`src/uic_pkg.sv`:
```
/*
  Constants and carriers for the interrupt and queue control block.
  Assumes the datapath outside supplies queue levels and line events.
*/
`default_nettype none
package uic_pkg;
  localparam logic [2:0] IDX_DATA = 3'h0;
  localparam logic [2:0] IDX_MASK = 3'h1;
  localparam logic [2:0] IDX_ISR  = 3'h2;
  localparam logic [2:0] IDX_MCR  = 3'h4;
  localparam logic [2:0] IDX_LSR  = 3'h5;
  localparam logic [2:0] IDX_MSR  = 3'h6;
  localparam int         IDX_LO   = 2;
  localparam int         IDX_HI   = 4;
  localparam logic [3:0] ISR_LINE = 4'h6;
  localparam logic [3:0] ISR_TOUT = 4'hc;
  localparam logic [3:0] ISR_RXD  = 4'h4;
  localparam logic [3:0] ISR_TXR  = 4'h2;
  localparam logic [3:0] ISR_MDM  = 4'h0;
  localparam logic [3:0] ISR_NONE = 4'h1;
  localparam int M_RXD = 0;
  localparam int M_TXR = 1;
  localparam int M_LINE = 2;
  localparam int M_MDM = 3;
  localparam int F_EN = 0;
  localparam int F_RXCLR = 1;
  localparam int F_TXCLR = 2;
  localparam int F_TRIG = 6;
  localparam int MCR_IRQ = 3;
  localparam logic [3:0] MASK_RST = 4'h0;
  localparam logic [4:0] MCR_RST  = 5'h00;
  localparam logic [1:0] TRIG_RST = 2'h0;
  localparam logic [7:0] TRIG_MIN = 8'h01;
  localparam logic [7:0] TOUT_CHARS = 8'h04;
  localparam logic [7:0] TOUT_BITS  = 8'h0c;
  typedef struct packed {
    logic [7:0] rx_level;
    logic       rx_char_in;
    logic [7:0] rx_data;
    logic [2:0] head_err;
    logic       fifo_err;
    logic       overrun;
    logic       tx_empty;
    logic       tx_idle;
    logic [7:0] modem_status;
    logic       bit_tick;
    logic [3:0] char_bits;
  } uic_stat_t;
  typedef struct packed {
    logic       fifo_en;
    logic       rx_clr;
    logic       tx_clr;
    logic       rx_pop;
    logic       tx_push;
    logic [7:0] tx_data;
    logic       msr_clr;
  } uic_ctl_t;
endpackage
`default_nettype wire

```
`src/uic_ctrl.sv`:
```
/*
  Interrupt mask, prioritised interrupt status and queue control of one
  serial channel, reached over APB. Assumes the serial datapath drives
  the status struct synchronously to pclk and obeys the control pulses.
*/
// The register offsets and register access over APB are this design's own decisions.
`timescale 1ns/100ps
`default_nettype none
module uic_ctrl
  import uic_pkg::*;
#(
  parameter int         ADDR_W = 12,
  parameter logic [7:0] TRIG1  = 8'h08,
  parameter logic [7:0] TRIG2  = 8'h10,
  parameter logic [7:0] TRIG3  = 8'h20
) (
  input  wire logic              pclk,
  input  wire logic              presetn,
  input  wire logic              psel,
  input  wire logic              penable,
  input  wire logic              pwrite,
  input  wire logic [ADDR_W-1:0] paddr,
  input  wire logic [31:0]       pwdata,
  output logic      [31:0]       prdata,
  output logic                   pready,
  output logic                   pslverr,
  input  wire uic_stat_t         stat,
  output uic_ctl_t               ctl,
  output logic                   irq
);
  generate
    if (ADDR_W <= IDX_HI || TRIG1 == 8'h00 || TRIG2 == 8'h00
        || TRIG3 == 8'h00) begin : g_bad
      $error("uic_ctrl: address too narrow or zero trigger");
    end
  endgenerate

  // Register index decode, shared by the read mux and every strobe.
  function automatic logic fn_sel(input logic [ADDR_W-1:0] a,
                                  input logic [2:0] i);
    fn_sel = (a[IDX_HI:IDX_LO] == i) && (a[IDX_LO-1:0] == '0)
             && (a[ADDR_W-1:IDX_HI+1] == '0);
  endfunction

  function automatic logic [7:0] fn_trig(input logic [1:0] s);
    unique case (s)
      2'h0: fn_trig = TRIG_MIN;
      2'h1: fn_trig = TRIG1;
      2'h2: fn_trig = TRIG2;
      2'h3: fn_trig = TRIG3;
    endcase
  endfunction

  logic            pready_reg;
  logic [31:0]     prdata_reg;
  logic            pslverr_reg;
  logic            irq_reg;
  uic_ctl_t        ctl_reg;
  logic [3:0]      mask_reg;
  logic [4:0]      mcr_reg;
  logic [1:0]      trig_reg;
  logic            ovr_reg;
  logic [2:0]      err_reg;
  logic [2:0]      herr_q_reg;
  logic            txe_q_reg;
  logic            txr_reg;
  logic [7:0]      tout_cnt_reg;
  logic            tout_reg;
  logic [3:0]      isr_reg;
  logic [3:0]      code_next;
  logic [7:0]      rd_next;
  logic            hit_next;

  logic phase, done, rd, wr;
  logic rd_data, rd_isr, rd_lsr, rd_msr, wr_data, wr_mask, wr_fcr, wr_mcr;
  logic rx_any, rxd_cond, line_cond, txr_set, tout_run, tout_hit;
  logic line_p, tout_p, rxd_p, txr_p, mdm_p;
  logic [7:0] tout_limit, lsr_val;

  assign phase   = psel & penable & ~pready_reg;
  assign done    = psel & penable & pready_reg;
  assign rd      = done & ~pwrite;
  assign wr      = done & pwrite;
  assign rd_data = rd & fn_sel(paddr, IDX_DATA);
  assign rd_isr  = rd & fn_sel(paddr, IDX_ISR);
  assign rd_lsr  = rd & fn_sel(paddr, IDX_LSR);
  assign rd_msr  = rd & fn_sel(paddr, IDX_MSR);
  assign wr_data = wr & fn_sel(paddr, IDX_DATA);
  assign wr_mask = wr & fn_sel(paddr, IDX_MASK);
  assign wr_fcr  = wr & fn_sel(paddr, IDX_ISR);
  assign wr_mcr  = wr & fn_sel(paddr, IDX_MCR);

  assign rx_any   = stat.rx_level != '0;
  assign lsr_val  = {stat.fifo_err, stat.tx_idle, stat.tx_empty,
                     err_reg, ovr_reg, rx_any};
  assign rxd_cond = ctl_reg.fifo_en ? (stat.rx_level >= fn_trig(trig_reg))
                                    : rx_any;
  assign line_cond = ovr_reg | (|err_reg);
  assign txr_set  = (stat.tx_empty & ~txe_q_reg)
                    | (wr_mask & pwdata[M_TXR] & ~mask_reg[M_TXR]
                       & stat.tx_empty);

  // Gating every source by its mask bit is what makes polled mode.
  assign line_p = mask_reg[M_LINE] & line_cond;
  assign tout_p = mask_reg[M_RXD] & tout_reg;
  assign rxd_p  = mask_reg[M_RXD] & rxd_cond;
  assign txr_p  = mask_reg[M_TXR] & txr_reg;
  assign mdm_p  = mask_reg[M_MDM] & (|stat.modem_status[3:0]);

  always_comb begin
    if (line_p)      code_next = ISR_LINE;
    else if (tout_p) code_next = ISR_TOUT;
    else if (rxd_p)  code_next = ISR_RXD;
    else if (txr_p)  code_next = ISR_TXR;
    else if (mdm_p)  code_next = ISR_MDM;
    else             code_next = ISR_NONE;
  end

  always_comb begin
    hit_next = 1'b1;
    rd_next  = 8'h00;
    if (fn_sel(paddr, IDX_DATA)) begin
      rd_next = pwrite ? 8'h00 : stat.rx_data;
    end else if (fn_sel(paddr, IDX_MASK)) begin
      rd_next = {4'h0, mask_reg};
    end else if (fn_sel(paddr, IDX_ISR)) begin
      rd_next = pwrite ? 8'h00 : {ctl_reg.fifo_en, ctl_reg.fifo_en,
                2'h0, isr_reg};
    end else if (fn_sel(paddr, IDX_MCR)) begin
      rd_next = {3'h0, mcr_reg};
    end else if (fn_sel(paddr, IDX_LSR)) begin
      rd_next = pwrite ? 8'h00 : lsr_val;
    end else if (fn_sel(paddr, IDX_MSR)) begin
      rd_next = pwrite ? 8'h00 : stat.modem_status;
    end else begin
      hit_next = 1'b0;
    end
  end

  // One wait cycle lets the read mux settle on a registered answer.
  always_ff @(posedge pclk or negedge presetn) begin
    if (!presetn) begin
      pready_reg  <= 1'b0;
      prdata_reg  <= 32'h0000_0000;
      pslverr_reg <= 1'b0;
    end else begin
      pready_reg <= phase;
      if (phase) begin
        prdata_reg  <= {24'h00_0000, rd_next};
        pslverr_reg <= ~hit_next;
      end
    end
  end

  always_ff @(posedge pclk or negedge presetn) begin
    if (!presetn) begin
      mask_reg <= MASK_RST;
      mcr_reg  <= MCR_RST;
    end else begin
      if (wr_mask) mask_reg <= pwdata[3:0];
      if (wr_mcr)  mcr_reg  <= pwdata[4:0];
    end
  end

  // Queue control: without the enable bit the rest of the write is void.
  always_ff @(posedge pclk or negedge presetn) begin
    if (!presetn) begin
      ctl_reg  <= '0;
      trig_reg <= TRIG_RST;
    end else begin
      ctl_reg.rx_clr  <= 1'b0;
      ctl_reg.tx_clr  <= 1'b0;
      ctl_reg.rx_pop  <= rd_data;
      ctl_reg.tx_push <= wr_data;
      ctl_reg.msr_clr <= rd_msr;
      if (wr_data) ctl_reg.tx_data <= pwdata[7:0];
      if (wr_fcr) begin
        ctl_reg.fifo_en <= pwdata[F_EN];
        if (pwdata[F_EN]) begin
          ctl_reg.rx_clr <= pwdata[F_RXCLR];
          ctl_reg.tx_clr <= pwdata[F_TXCLR];
          trig_reg <= pwdata[F_TRIG+1:F_TRIG];
        end
      end
    end
  end

  // A new event in the cycle of a clearing read is kept.
  always_ff @(posedge pclk or negedge presetn) begin
    if (!presetn) begin
      ovr_reg    <= 1'b0;
      err_reg    <= 3'h0;
      herr_q_reg <= 3'h0;
    end else begin
      herr_q_reg <= stat.head_err;
      if (stat.overrun) ovr_reg <= 1'b1;
      else if (rd_lsr)  ovr_reg <= 1'b0;
      err_reg <= (rd_lsr ? 3'h0 : err_reg)
                 | (stat.head_err & ~herr_q_reg);
    end
  end

  always_ff @(posedge pclk or negedge presetn) begin
    if (!presetn) begin
      // An empty transmit side idles high, so reset makes no false edge.
      txe_q_reg <= 1'b1;
      txr_reg   <= 1'b0;
    end else begin
      txe_q_reg <= stat.tx_empty;
      if (txr_set) txr_reg <= 1'b1;
      else if (rd_isr | wr_data) txr_reg <= 1'b0;
    end
  end

  assign tout_limit = 8'(TOUT_CHARS * {4'h0, stat.char_bits} + TOUT_BITS);
  assign tout_run = ctl_reg.fifo_en & rx_any & ~stat.rx_char_in & ~rd_data;
  assign tout_hit = tout_run & stat.bit_tick
                    & (tout_cnt_reg == tout_limit - 8'h01);

  // The timer only counts while data waits, so an idle queue never fires.
  always_ff @(posedge pclk or negedge presetn) begin
    if (!presetn) begin
      tout_cnt_reg <= 8'h00;
      tout_reg     <= 1'b0;
    end else begin
      if (!tout_run) tout_cnt_reg <= 8'h00;
      else if (stat.bit_tick && tout_cnt_reg != tout_limit)
        tout_cnt_reg <= tout_cnt_reg + 8'h01;
      if (tout_hit)     tout_reg <= 1'b1;
      else if (rd_data) tout_reg <= 1'b0;
    end
  end

  always_ff @(posedge pclk or negedge presetn) begin
    if (!presetn) begin
      isr_reg <= ISR_NONE;
      irq_reg <= 1'b0;
    end else begin
      isr_reg <= code_next;
      irq_reg <= mcr_reg[MCR_IRQ] & (code_next != ISR_NONE);
    end
  end

  assign prdata  = prdata_reg;
  assign pready  = pready_reg;
  assign pslverr = pslverr_reg;
  assign ctl     = ctl_reg;
  assign irq     = irq_reg;

  property p_polled;
    @(posedge pclk) disable iff (!presetn)
    mask_reg == MASK_RST |=> isr_reg == ISR_NONE && !irq_reg;
  endproperty
  a_polled: assert property (p_polled)
    else $error("source reported with all masks clear");

  property p_line_first;
    @(posedge pclk) disable iff (!presetn)
    line_p |=> isr_reg == ISR_LINE;
  endproperty
  a_line_first: assert property (p_line_first)
    else $error("line status not reported first");

  property p_tout_next;
    @(posedge pclk) disable iff (!presetn)
    !line_p && tout_p |=> isr_reg == ISR_TOUT;
  endproperty
  a_tout_next: assert property (p_tout_next)
    else $error("time-out not second in priority");

  property p_irq_gate;
    @(posedge pclk) disable iff (!presetn)
    !mcr_reg[MCR_IRQ] |=> !irq_reg;
  endproperty
  a_irq_gate: assert property (p_irq_gate)
    else $error("interrupt line driven while withheld");

  property p_ovr_clear;
    @(posedge pclk) disable iff (!presetn)
    rd_lsr && !stat.overrun |=> !ovr_reg;
  endproperty
  a_ovr_clear: assert property (p_ovr_clear)
    else $error("overrun survives line status read");

  property p_txr_clear;
    @(posedge pclk) disable iff (!presetn)
    (rd_isr || wr_data) && !txr_set |=> !txr_reg;
  endproperty
  a_txr_clear: assert property (p_txr_clear)
    else $error("transmit ready not cleared");

  property p_rxclr_pulse;
    @(posedge pclk) disable iff (!presetn)
    wr_fcr && pwdata[F_EN] && pwdata[F_RXCLR]
      |=> ctl_reg.rx_clr ##1 !ctl_reg.rx_clr;
  endproperty
  a_rxclr_pulse: assert property (p_rxclr_pulse)
    else $error("receive reset not a single pulse");

  property p_fcr_void;
    @(posedge pclk) disable iff (!presetn)
    wr_fcr && !pwdata[F_EN]
      |=> !ctl_reg.fifo_en && !ctl_reg.rx_clr && !ctl_reg.tx_clr
          && trig_reg == $past(trig_reg);
  endproperty
  a_fcr_void: assert property (p_fcr_void)
    else $error("control bits taken without enable");

  property p_tout_clear;
    @(posedge pclk) disable iff (!presetn)
    rd_data |=> !tout_reg;
  endproperty
  a_tout_clear: assert property (p_tout_clear)
    else $error("time-out survives data read");

  property p_ovr_set;
    @(posedge pclk) disable iff (!presetn)
    stat.overrun |=> ovr_reg;
  endproperty
  a_ovr_set: assert property (p_ovr_set)
    else $error("overrun event lost");

  property p_txr_now;
    @(posedge pclk) disable iff (!presetn)
    wr_mask && pwdata[M_TXR] && !mask_reg[M_TXR] && stat.tx_empty
      |=> txr_reg;
  endproperty
  a_txr_now: assert property (p_txr_now)
    else $error("transmit ready not raised on enable");
endmodule // uic_ctrl
`default_nettype wire

```
`config.mk`:
```
export PLATFORM = sky130hd
export DESIGN_NAME = uic_ctrl
export DESIGN_NICKNAME = d
export VERILOG_FILES = /design/src/uic_pkg.sv /design/src/uic_ctrl.sv
export SDC_FILE = /design/constraint.sdc
export NUM_CORES = 1
export LEC_CHECK = 0
export ABC_CLOCK_PERIOD_IN_PS = 3900
export BUFFER_PORTS_ARGS = -buffer_cell sky130_fd_sc_hd__buf_2
export CAP_MARGIN = 10
export CORE_MARGIN = 2
export CORE_UTILIZATION = 31
export CTS_CLUSTER_DIAMETER = 80
export CTS_CLUSTER_SIZE = 30
export DETAILED_ROUTE_END_ITERATION = 16
export PLACE_DENSITY = 0.58
export SLEW_MARGIN = 20
export SYNTH_ARGS = -nofsm -noshare
export SYNTH_HDL_FRONTEND = slang
export SYNTH_SLANG_ARGS = --single-unit
export TNS_END_PERCENT = 100
```
`constraint.sdc`:
```
create_clock -name pclk -period 3.9 [get_ports pclk]
set_clock_uncertainty 0.1 [all_clocks]
set_input_delay 0.585 -clock pclk [delete_from_list [all_inputs] [get_ports pclk]]
set_output_delay 0.585 -clock pclk [all_outputs]
set_load 0.01 [all_outputs]
```
# Word-level counts from Yosys, hierarchy flattened
# Cells that the tools add are included.
[totals]
ff_bits = 58
elab_cells = 137
[op_classes]
add_sub_neg = 3
magnitude_cmp = 1
eq_ne = 12
n_mux = 34
bitwise_logic = 41
reduce_logical = 24
[ops]
columns = ["cell", "n"]
rows = [
  ["$mux W8", 12],
  ["$pmux W8 S4", 1],
  ["$and A1 B1 Y1", 28],
  ["$mux W1", 14],
  ["$logic_and A1 B1 Y1", 13],
  ["$mux W4", 3],
  ["$eq A3 B3 Y1 const B", 3],
  ["$add A8 B1 Y8 const B", 1],
  ["$eq A8 B8 Y1", 1],
  ["$ge A8 B8 Y1", 1],
  ["$ne A8 B7 Y1", 1],
  ["$reduce_bool A8 Y1", 1],
  ["$sub A7 B1 Y8 const B", 1],
  ["$add A6 B4 Y7 const B", 1],
  ["$logic_not A7 Y1", 1],
  ["$not A1 Y1", 7],
  ["$mux W2", 3],
  ["$reduce_bool A2 Y1", 3],
  ["$eq A2 B2 Y1 const B", 2],
  ["$logic_not A2 Y1", 2],
  ["$ne A4 B1 Y1 const B", 1],
  ["$reduce_or A4 Y1", 1],
  ["$and A3 B3 Y3", 1],
  ["$eq A3 B1 Y1 const B", 1],
  ["10 further kinds", 12],
]

# Longest topological paths before layout
# Gate-level depths: netlist (run 1).
[logic_depth]
ltp_word = 10
depth_mapped = 9
ltp_nobuf = 8

# Worst setup path before layout (run 1)
# No wires, ideal clock.
[synth_timing]
kind = "in2reg"
from = "input port stat[0] in the netlist's numbering"
to = "register tout_reg"
arrival_ns = 2.439
required_time_ns = 3.708
slack_ns = 1.269
stages = 9
n_path_buf = 1
cell_sequence = "buf_2 inv_1 ha_1 xnor2_1 or3_1 a211oi_1 nand2_1 a2111o_1 o31ai_2"
[synth_via]
elab_chain_cells = 5
word_cells_on_any_way = 6
classes_between = "add/sub (2); eq/ne (1); mux (1); bitwise (1); reduce/logical (1)"
[synth_lines]
columns = ["element", "line_no", "text"]
rows = [
  ["from (decl)", "uic_ctrl.sv:27", "input wire uic_stat_t stat,"],
  ["$add A6 B4 Y7 *", "uic_ctrl.sv:215", "assign tout_limit = 8'(TOUT_CHARS * {4'h0, stat.char_bits} + TOUT_BITS);"],
  ["$sub A7 B1 Y8 *", "uic_ctrl.sv:218", "& (tout_cnt_reg == tout_limit - 8'h01);"],
  ["$eq A8 B8 Y1 *", "uic_ctrl.sv:218", ""],
  ["$and A1 B1 Y1 *", "uic_ctrl.sv:218", ""],
  ["$mux W1 or $reduce_bool A2 Y1 (tied branches)", "n/a", ""],
  ["to (signal assigned)", "uic_ctrl.sv:224", "tout_reg <= 1'b0;"],
  ["to (signal assigned)", "uic_ctrl.sv:229", "if (tout_hit) tout_reg <= 1'b1;"],
  ["to (signal assigned)", "uic_ctrl.sv:230", "else if (rd_data) tout_reg <= 1'b0;"],
  ["to (decl)", "uic_ctrl.sv:68", "logic tout_reg;"],
]
# Every way passes the cells marked *; elsewhere a longest branch is shown, timed or not.
# A chain may end at the register's enable or synchronous reset.

# Worst setup path after layout (run 1)
[layout_timing]
from = "input port stat[0] in the netlist's numbering"
to = "register tout_cnt_reg[6]"
[layout_via]
elab_chain_cells = 4
[layout_lines]
columns = ["element", "line_no", "text"]
rows = [
  ["$add A6 B4 Y7", "uic_ctrl.sv:215", ""],
  ["$ne A8 B7 Y1", "uic_ctrl.sv:227", "else if (stat.bit_tick && tout_cnt_reg != tout_limit)"],
  ["$logic_and A1 B1 Y1", "uic_ctrl.sv:227", ""],
  ["$ne A2 B1 Y1 (no source line)", "n/a", ""],
  ["to (signal assigned)", "uic_ctrl.sv:228", "tout_cnt_reg <= tout_cnt_reg + 8'h01;"],
  ["to (decl)", "uic_ctrl.sv:67", "logic [7:0] tout_cnt_reg;"],
]
# Every way passes these cells.

==> results of run 1 <==
==> final timing paths <==
| check | startpoint | end | slack, ns | cells after the start |
|---|---|---|---|---|
| worst max-delay path | stat[0] | tout_cnt_reg[6] | 1.37 | 9 |
| worst max register to register | trig_reg[0] | irq | 1.59 | 8 |
| worst min register to register | herr_q_reg[0] | err_reg[0] | 0.31 | 1 |
| max in group asynchronous | presetn | tout_reg | 2.92 | 2 |
| worst min-delay path | stat[19] | herr_q_reg[2] | 0.27 | 1 |
| min in group asynchronous | presetn | ctl[5] | 0.29 | 2 |
==> report_power, final <==
part | internal (mW) | switching, mW
clock | 0.365 | 0.259
sequential | 0.613 | 0.00530
combinational | 0.0626 | 0.0984
==> logic make-up (layout without fill, tap and decap cells) <==
family          count (synthesis)  in the layout  synth area share [%]
simple gates                  131            131                  19.0
xor+xnor                       12             12                  3.06
mux                            16             16                  5.21
fa+ha+maj                      10             10                  3.65
compound gates                 87             87                  17.3
other cells                     1             24                 0.109
buf+inv                        59            122                  9.30
flops                          58             58                  42.4
==> cell usage after synthesis, types with 9 or more instances <==
library cell	instances	area, um^2
a22oi_1	9	67.6
nand3_1	12	60.1
a21oi_1	17	85.1
mux2_1	15	169
nand2_1	43	161
o21ai_1	22	110
clkbuf_1	11	41.3
nor2_1	32	120
buf_4	24	180
inv_1	18	67.6
ha_1	10	125
dfrtp_1	56	1400
==> routing by layer <==
metal | up-vias | part of all wire [%] | track usage, %
li1 | 1432 | - | -
met1 | 1353 | 45 | 19.0
met2 | 106 | 47 | 24.1
met3 | 5 | 8.3 | 4.18
met4 | 0 | 0.54 | 2.62
met5 | - | 0 | 0
==> per-stage QoR <==
step / hold WS, ns / area [um^2] / worst slack [ns] / total power [mW] / std cells
floorplan: 0.189 / 3520 / 1.27 / 0.735 / 397
global placement: 0.293 / 3890 / 1.09 / 0.789 / 584
detailed placement: 0.301 / 3890 / 1.05 / 0.792 / 584
CTS: 0.254 / 4110 / 1.40 / 1.43 / 600
global route: 0.250 / 4110 / 1.21 / 1.47 / 600
finish: 0.270 / 4110 / 1.37 / 1.40 / 600
==> worst reg2reg max path, stage by stage (launching register included) <==
cell and delay [ns]:
dfrtp_1 0.42, nor2_1 0.12, ha_1 0.23, or4b_1 0.47, a21oi_1 0.17, nor2b_1 0.07
o21ai_1 0.13, a31oi_1 0.18, o31a_1 0.32
==> final cells by class <==
type                            instances  area share, %
Multi-Input combinational cell        280           42.4
Timing Repair Buffer                   88           10.8
Tap cell                              140           4.26
Clock inverter                          7           2.46
Clock buffer                            9           3.01
Inverter                               18           1.64
Sequential cell                        58           35.4
==> layout by cell type, fill, tap and decap left out, types with 10 or more instances in the layout <==
master / synthesis / final
buf_2: 6 / 86
dfrtp_1: 56 / 56
nand2_1: 43 / 43
nor2_1: 32 / 32
conb_1: 1 / 24
o21ai_1: 22 / 22
inv_1: 18 / 18
a21oi_1: 17 / 17
mux2_1: 15 / 15
nand3_1: 12 / 12
ha_1: 10 / 10
==> results.txt, run 1 <==
----------------------------------------------------
[Status]
  Run status ... complete, no violations

[Clocking]
  Root Buffer Master ... clkbuf_8
  TritonCTS buffer count ... 9
  Clock tree from TritonCTS ... done
  CTS H-tree lvls ... 3
  Worst-path clk slew ... 0.07 ns
  Clock latency at the later pin of the worst-skew pair ... 0.34 ns
  Bufs on Longest Clock Path ... 2
  Hold-fix buffer count after cts ... 0
  Post-cts gate resize count ... 0
  Sinks on the clock net ... 58
  # Post-CTS Setup Buffers ... 0

[Routing]
  First-pass DRT Iterations ... 4
  Average wire per standard cell ... 14.3 um
  Via-per-instance ratio ... 4.83
  Total length of routed wires ... 8560 um
  Number of vias in the routed layout ... 2896
  Antenna viol nets, final ... 0
  Number of design rule violations left after detail routing ... 0
  Detailed router's first-iteration violation count ... 130

[Synth]
  Number of synthesized register bits ... 58
  Number of flops mapped to enable cells by yosys ... 0
  Synth async-reset ratio ... 100%
  Post-synthesis instance total ... 374
  Distinct cell type count after synthesis ... 61
  Sequential share of the synthesized area ... 42.4%
  Count of synthesis-stage warnings from yosys ... 0
  Most used flip-flop cell after synthesis ... dfrtp_1
  Mapped Area ... 3430 um^2
  Mean instance size in the synthesized netlist ... 9.18 um^2

[Floorplan]
  Starting density of the core ... 31.7%
  Total number of placement rows ... 38
  Die area ... 11900 um^2
  Die span in x ... 109 um
  Die Y-Extent ... 109 um
  Boundary pin count ... 135
  Area inside the core boundary ... 10800 um^2

[Layout]
  Layout cells sized above 1 ... 24.6%
  Number of diodes ... 0
  Net count of the finished layout ... 551
  Register area ... 1450 um^2
  Multi-input combinational cell area ... 1750 um^2
  Util after Layout ... 37.9%
  Fill cells ... 1130
  Largest register FFs ... 14
  Area growth from synthesis to final layout ... 19.8%

[STA]
  Period utilization ... 64.8%
  Max Clock Freq ... 0.396 GHz
  Endpoints failing setup ... 0
  Transition time of the tightest slew-check pin ... 0.733 ns
  Final Max Slew Viols ... 0
  Fin Setup TNS ... 0 ns
  Relative slew slack ... 51.0%
  Hold Violations, Final ... 0
  RSZ-0062 raised after global routing ... false
  Final critical path time including I/O delays and setup ... 2.53 ns

[Worst setup path]
  Arrival time worst endpoint ... 2.67 ns
  CP max stage cell ... or4_1
  CP Cell Sequence ... buf_2 > inv_1 > ha_1 > xor2_1 > a21oi_1 > a2bb2oi_4 > nor2_2 > or4_1 > a21oi_1
  Number of buffers and inverters on the critical path ... 2
  Highest net fanout along the worst path ... 9
  Critical Path Start Type ... primary input
  CP max stage delay ... 0.50 ns
  Crit-path most repeated cell ... a21oi_1
  Worst path required time ... 4.05 ns
  Kind of end point of the critical path ... flip-flop
  Type of the setup path with the least slack ... primary input to flip-flop
  Kind of cell with the highest combined delay on the critical path ... simple AND/OR/NAND/NOR gates

[Placed design]
  IO buf count ... 86
  DP Wirelength ... 6590 um
  Placer Congestion ... 0.863

[Worst hold path]
  Worst hold path class ... primary input to flip-flop

[Power]
  Cell leakage power ... 1.99 nW
  Areal power density over the cells ... 341 nW/um^2
  Peak VDD IR ... 0.212 mV

[Global routing]
  Vias in the first global route ... 2690
  GRT Total Usage ... 14.5%
  Antenna violations before repair ... 0
  Pin count of the biggest net entering global routing ... 59
  First-pass GRT wire length ... 13400 um
  Overflow left after global routing ... 0

[Run]
  Number of max-cap violations ... 0

----------------------------------------------------
No activity file was read; power rests on OpenSTA's default activity.
==> run 2, diff against run 1 <==
Settings changed: ABC_CLOCK_PERIOD_IN_PS 3900 to 2100, PLACE_DENSITY 0.58 to 0.6.
Clock period 3.9 ns to 2.1 ns, I/O delays scaled along.
==> run 2 against run 1 <==
  * The run now ends with negative setup slack left
  * Register-to-register slack worse by 1.7 ns
  * First-iteration DRC count is 4.6% lower
  * Non-clock buffer count is 37 higher
  * Sequential cell count stayed put
  * Clock-buffer cell count stayed put
  * Wire length is 3.4% higher
==> results.txt, run 2 (synthesis results as in run 1) <==
----------------------------------------------------
[Status]
  Run status ... finished, violations left
  Violated checks ... negative setup slack

[Routing]
  Number of vias in the routed layout ... 3079 (+6.3%)
  First-pass DRT Iterations ... 4 (unchanged)
  Detailed router's first-iteration violation count ... 124 (-4.6%)
  Antenna viol nets, final ... 0 (unchanged)
  Via-per-instance ratio ... 4.83 (+0.14%)
  Number of design rule violations left after detail routing ... 0 (unchanged)
  Average wire per standard cell ... 13.9 um (-2.6%)
  Total length of routed wires ... 8850 um (+3.4%)

[STA]
  Period utilization ... 105%
  Final Max Slew Viols ... 0 (unchanged)
  Hold Violations, Final ... 0 (unchanged)
  RSZ-0062 raised after global routing ... true
  Fin Setup TNS ... -0.255 ns (-0.255 ns)
  Relative slew slack ... 67.2% (+16 points)
  Endpoints failing setup ... 4 (+4)
  Post-route setup slack ... -0.107 ns (-1.48 ns)
  Hold Slack ... 0.0272 ns (-0.243 ns)
  Transition time of the tightest slew-check pin ... 0.486 ns (-0.247 ns)
  Max Clock Freq ... 0.453 GHz
  Final critical path time including I/O delays and setup ... 2.21 ns

[Worst setup path]
  Kind of end point of the critical path ... flip-flop
  Arrival time worst endpoint ... 2.33 ns (-0.34 ns)
  Highest net fanout along the worst path ... 4 (-5)
  Type of the setup path with the least slack ... flip-flop to flip-flop
  CP max stage delay ... 0.48 ns (-0.02 ns)
  CP max stage cell ... or4b_4
  Worst path required time ... 2.22 ns (-1.83 ns)
  Worst-case register-to-register setup slack ... -0.11 ns (-1.70 ns)
  Number of buffers and inverters on the critical path ... 0 (-2)
  Critical Path Start Type ... flip-flop
  Kind of cell with the highest combined delay on the critical path ... compound AO/OA/AOI/OAI gates
  CP Cell Sequence ... nor2_1 > ha_1 > or4b_4 > a21oi_2 > nor2b_1 > o21ai_1 > a31oi_2 > o31a_1

[Power]
  Cell leakage power ... 2.19 nW (+10%)
  Total power consumption of the routed design ... 2.64 mW (+88%)
  Peak VDD IR ... 0.270 mV (+27%)
  Areal power density over the cells ... 589 nW/um^2 (+73%)

[Layout]
  Most common cell after layout, fill and taps aside ... buf_2
  Area growth from synthesis to final layout ... 30.7%
  Net count of the finished layout ... 588 (+6.7%)
  Final standard cell count with taps included and fillers excluded ... 637 (+6.2%)
  Commonest non-fill, non-tap cells in the layout ... buf_2 (86), dfrtp_1 (56), nand2_1 (43)
  Number of diodes ... 0 (unchanged)
  Area of all placed cells without fillers ... 4480 um^2 (+9.0%)
  Layout cells sized above 1 ... 31.4% (+6.8 points)
  Largest register FFs ... 14 (unchanged)
  Util after Layout ... 41.4% (+3.4 points)

[Floorplan]
  Die Y-Extent ... 109 um (unchanged)
  Area inside the core boundary ... 10800 um^2 (unchanged)
  Starting density of the core ... 31.7% (unchanged)
  Die area ... 11900 um^2 (unchanged)
  Boundary pin count ... 135 (unchanged)
  Die span in x ... 109 um (unchanged)
  Total number of placement rows ... 38 (unchanged)

[Global routing]
  Vias in the first global route ... 2921 (+8.6%)
  Pin count of the biggest net entering global routing ... 59 (unchanged)
  Overflow left after global routing ... 0 (unchanged)
  GR Util met1 ... 20.1% (+1.1 points)
  Met3 global-route usage ... 4.90% (+0.72 points)
  Gr busiest metal ... met2
  Antenna violations before repair ... 0 (unchanged)
  Global-route track usage on met2 ... 25.1% (+0.93 points)
  GRT Total Usage ... 15.4% (+0.89 points)
  First-pass GRT wire length ... 14200 um (+5.8%)

[Run]
  Number of max-cap violations ... 0 (unchanged)

[Worst hold path]
  Worst hold path class ... primary input to flip-flop

[Clocking]
  Clock latency at the later pin of the worst-skew pair ... 0.34 ns (about the same)
  Bufs on Longest Clock Path ... 2 (unchanged)
  Sinks on the clock net ... 58 (unchanged)
  CTS H-tree lvls ... 3 (unchanged)
  Worst-path clk slew ... 0.07 ns (about the same)
  Root Buffer Master ... clkbuf_8
  TritonCTS buffer count ... 9 (unchanged)
  Clock tree from TritonCTS ... done

[Placed design]
  Worst Setup Slack post-DPL ... -0.143 ns (-1.20 ns)
  IO buf count ... 86 (unchanged)
  Placed cell count ... 615 (+5.3%)
  Placer Congestion ... 0.946 (+9.6%)
  Post-place instance area ... 4180 um^2 (+7.5%)
  DP Wirelength ... 6910 um (+4.9%)

----------------------------------------------------
run 2: cell types whose count changed in the layout (fill, tap and decap cells not counted), sizes merged:
cell         before  now
inv              20   19
dlygate4sd3       0    4
clkinvlp          2    1
clkinv            1    3
buf              88  121
run 2: final cells by class:
type / count / area [um^2]
multi-input cells: 280 / 1800
clock buffers: 9 / 124
well taps: 140 / 175
inverters: 18 / 70.1
clock inverters: 7 / 103
repair buffers: 125 / 758
fillers: 1109 / 6360
flip-flops and latches: 58 / 1450
run 2: path summary, 6_finish.rpt:
kind / endpoint / start / depth (start not counted)
setup / recovery: irq / trig_reg[1] / 8
hold / removal: herr_q_reg[0] / stat[17] / 1
setup reg to reg: irq / trig_reg[1] / 8
hold reg to reg: err_reg[0] / herr_q_reg[0] / 1
max in group asynchronous: isr_reg[0] / presetn / 3
min in group asynchronous: ctl[2] / presetn / 3
run 2: metal layers:
| layer | share of wire (%) | up-vias |
|---|---|---|
| met3 | 6.7 | 4 |
| met5 | 0 | - |
| met4 | 0.40 | 0 |
| met1 | 47 | 1454 |
| met2 | 46 | 116 |
| li1 | - | 1505 |
run 2: repair_timing:
item                                    in CTS  in global routing
pin swaps                                    2                  0
endpoints found under the hold margin       59                  0
endpoints found under the setup margin       4                  4
gates resized for setup                      3                  2
hold buffers                                 4                  0
buffers inserted                             1                  1
run 2: power by group:
part | leakage, nW | switching, mW | internal, mW
Clock | 0.110 | 0.472 | 0.677
Combinational | 1.33 | 0.193 | 0.151
Sequential | 0.753 | 0.00988 | 1.14
Total | 2.19 | 0.674 | 1.97
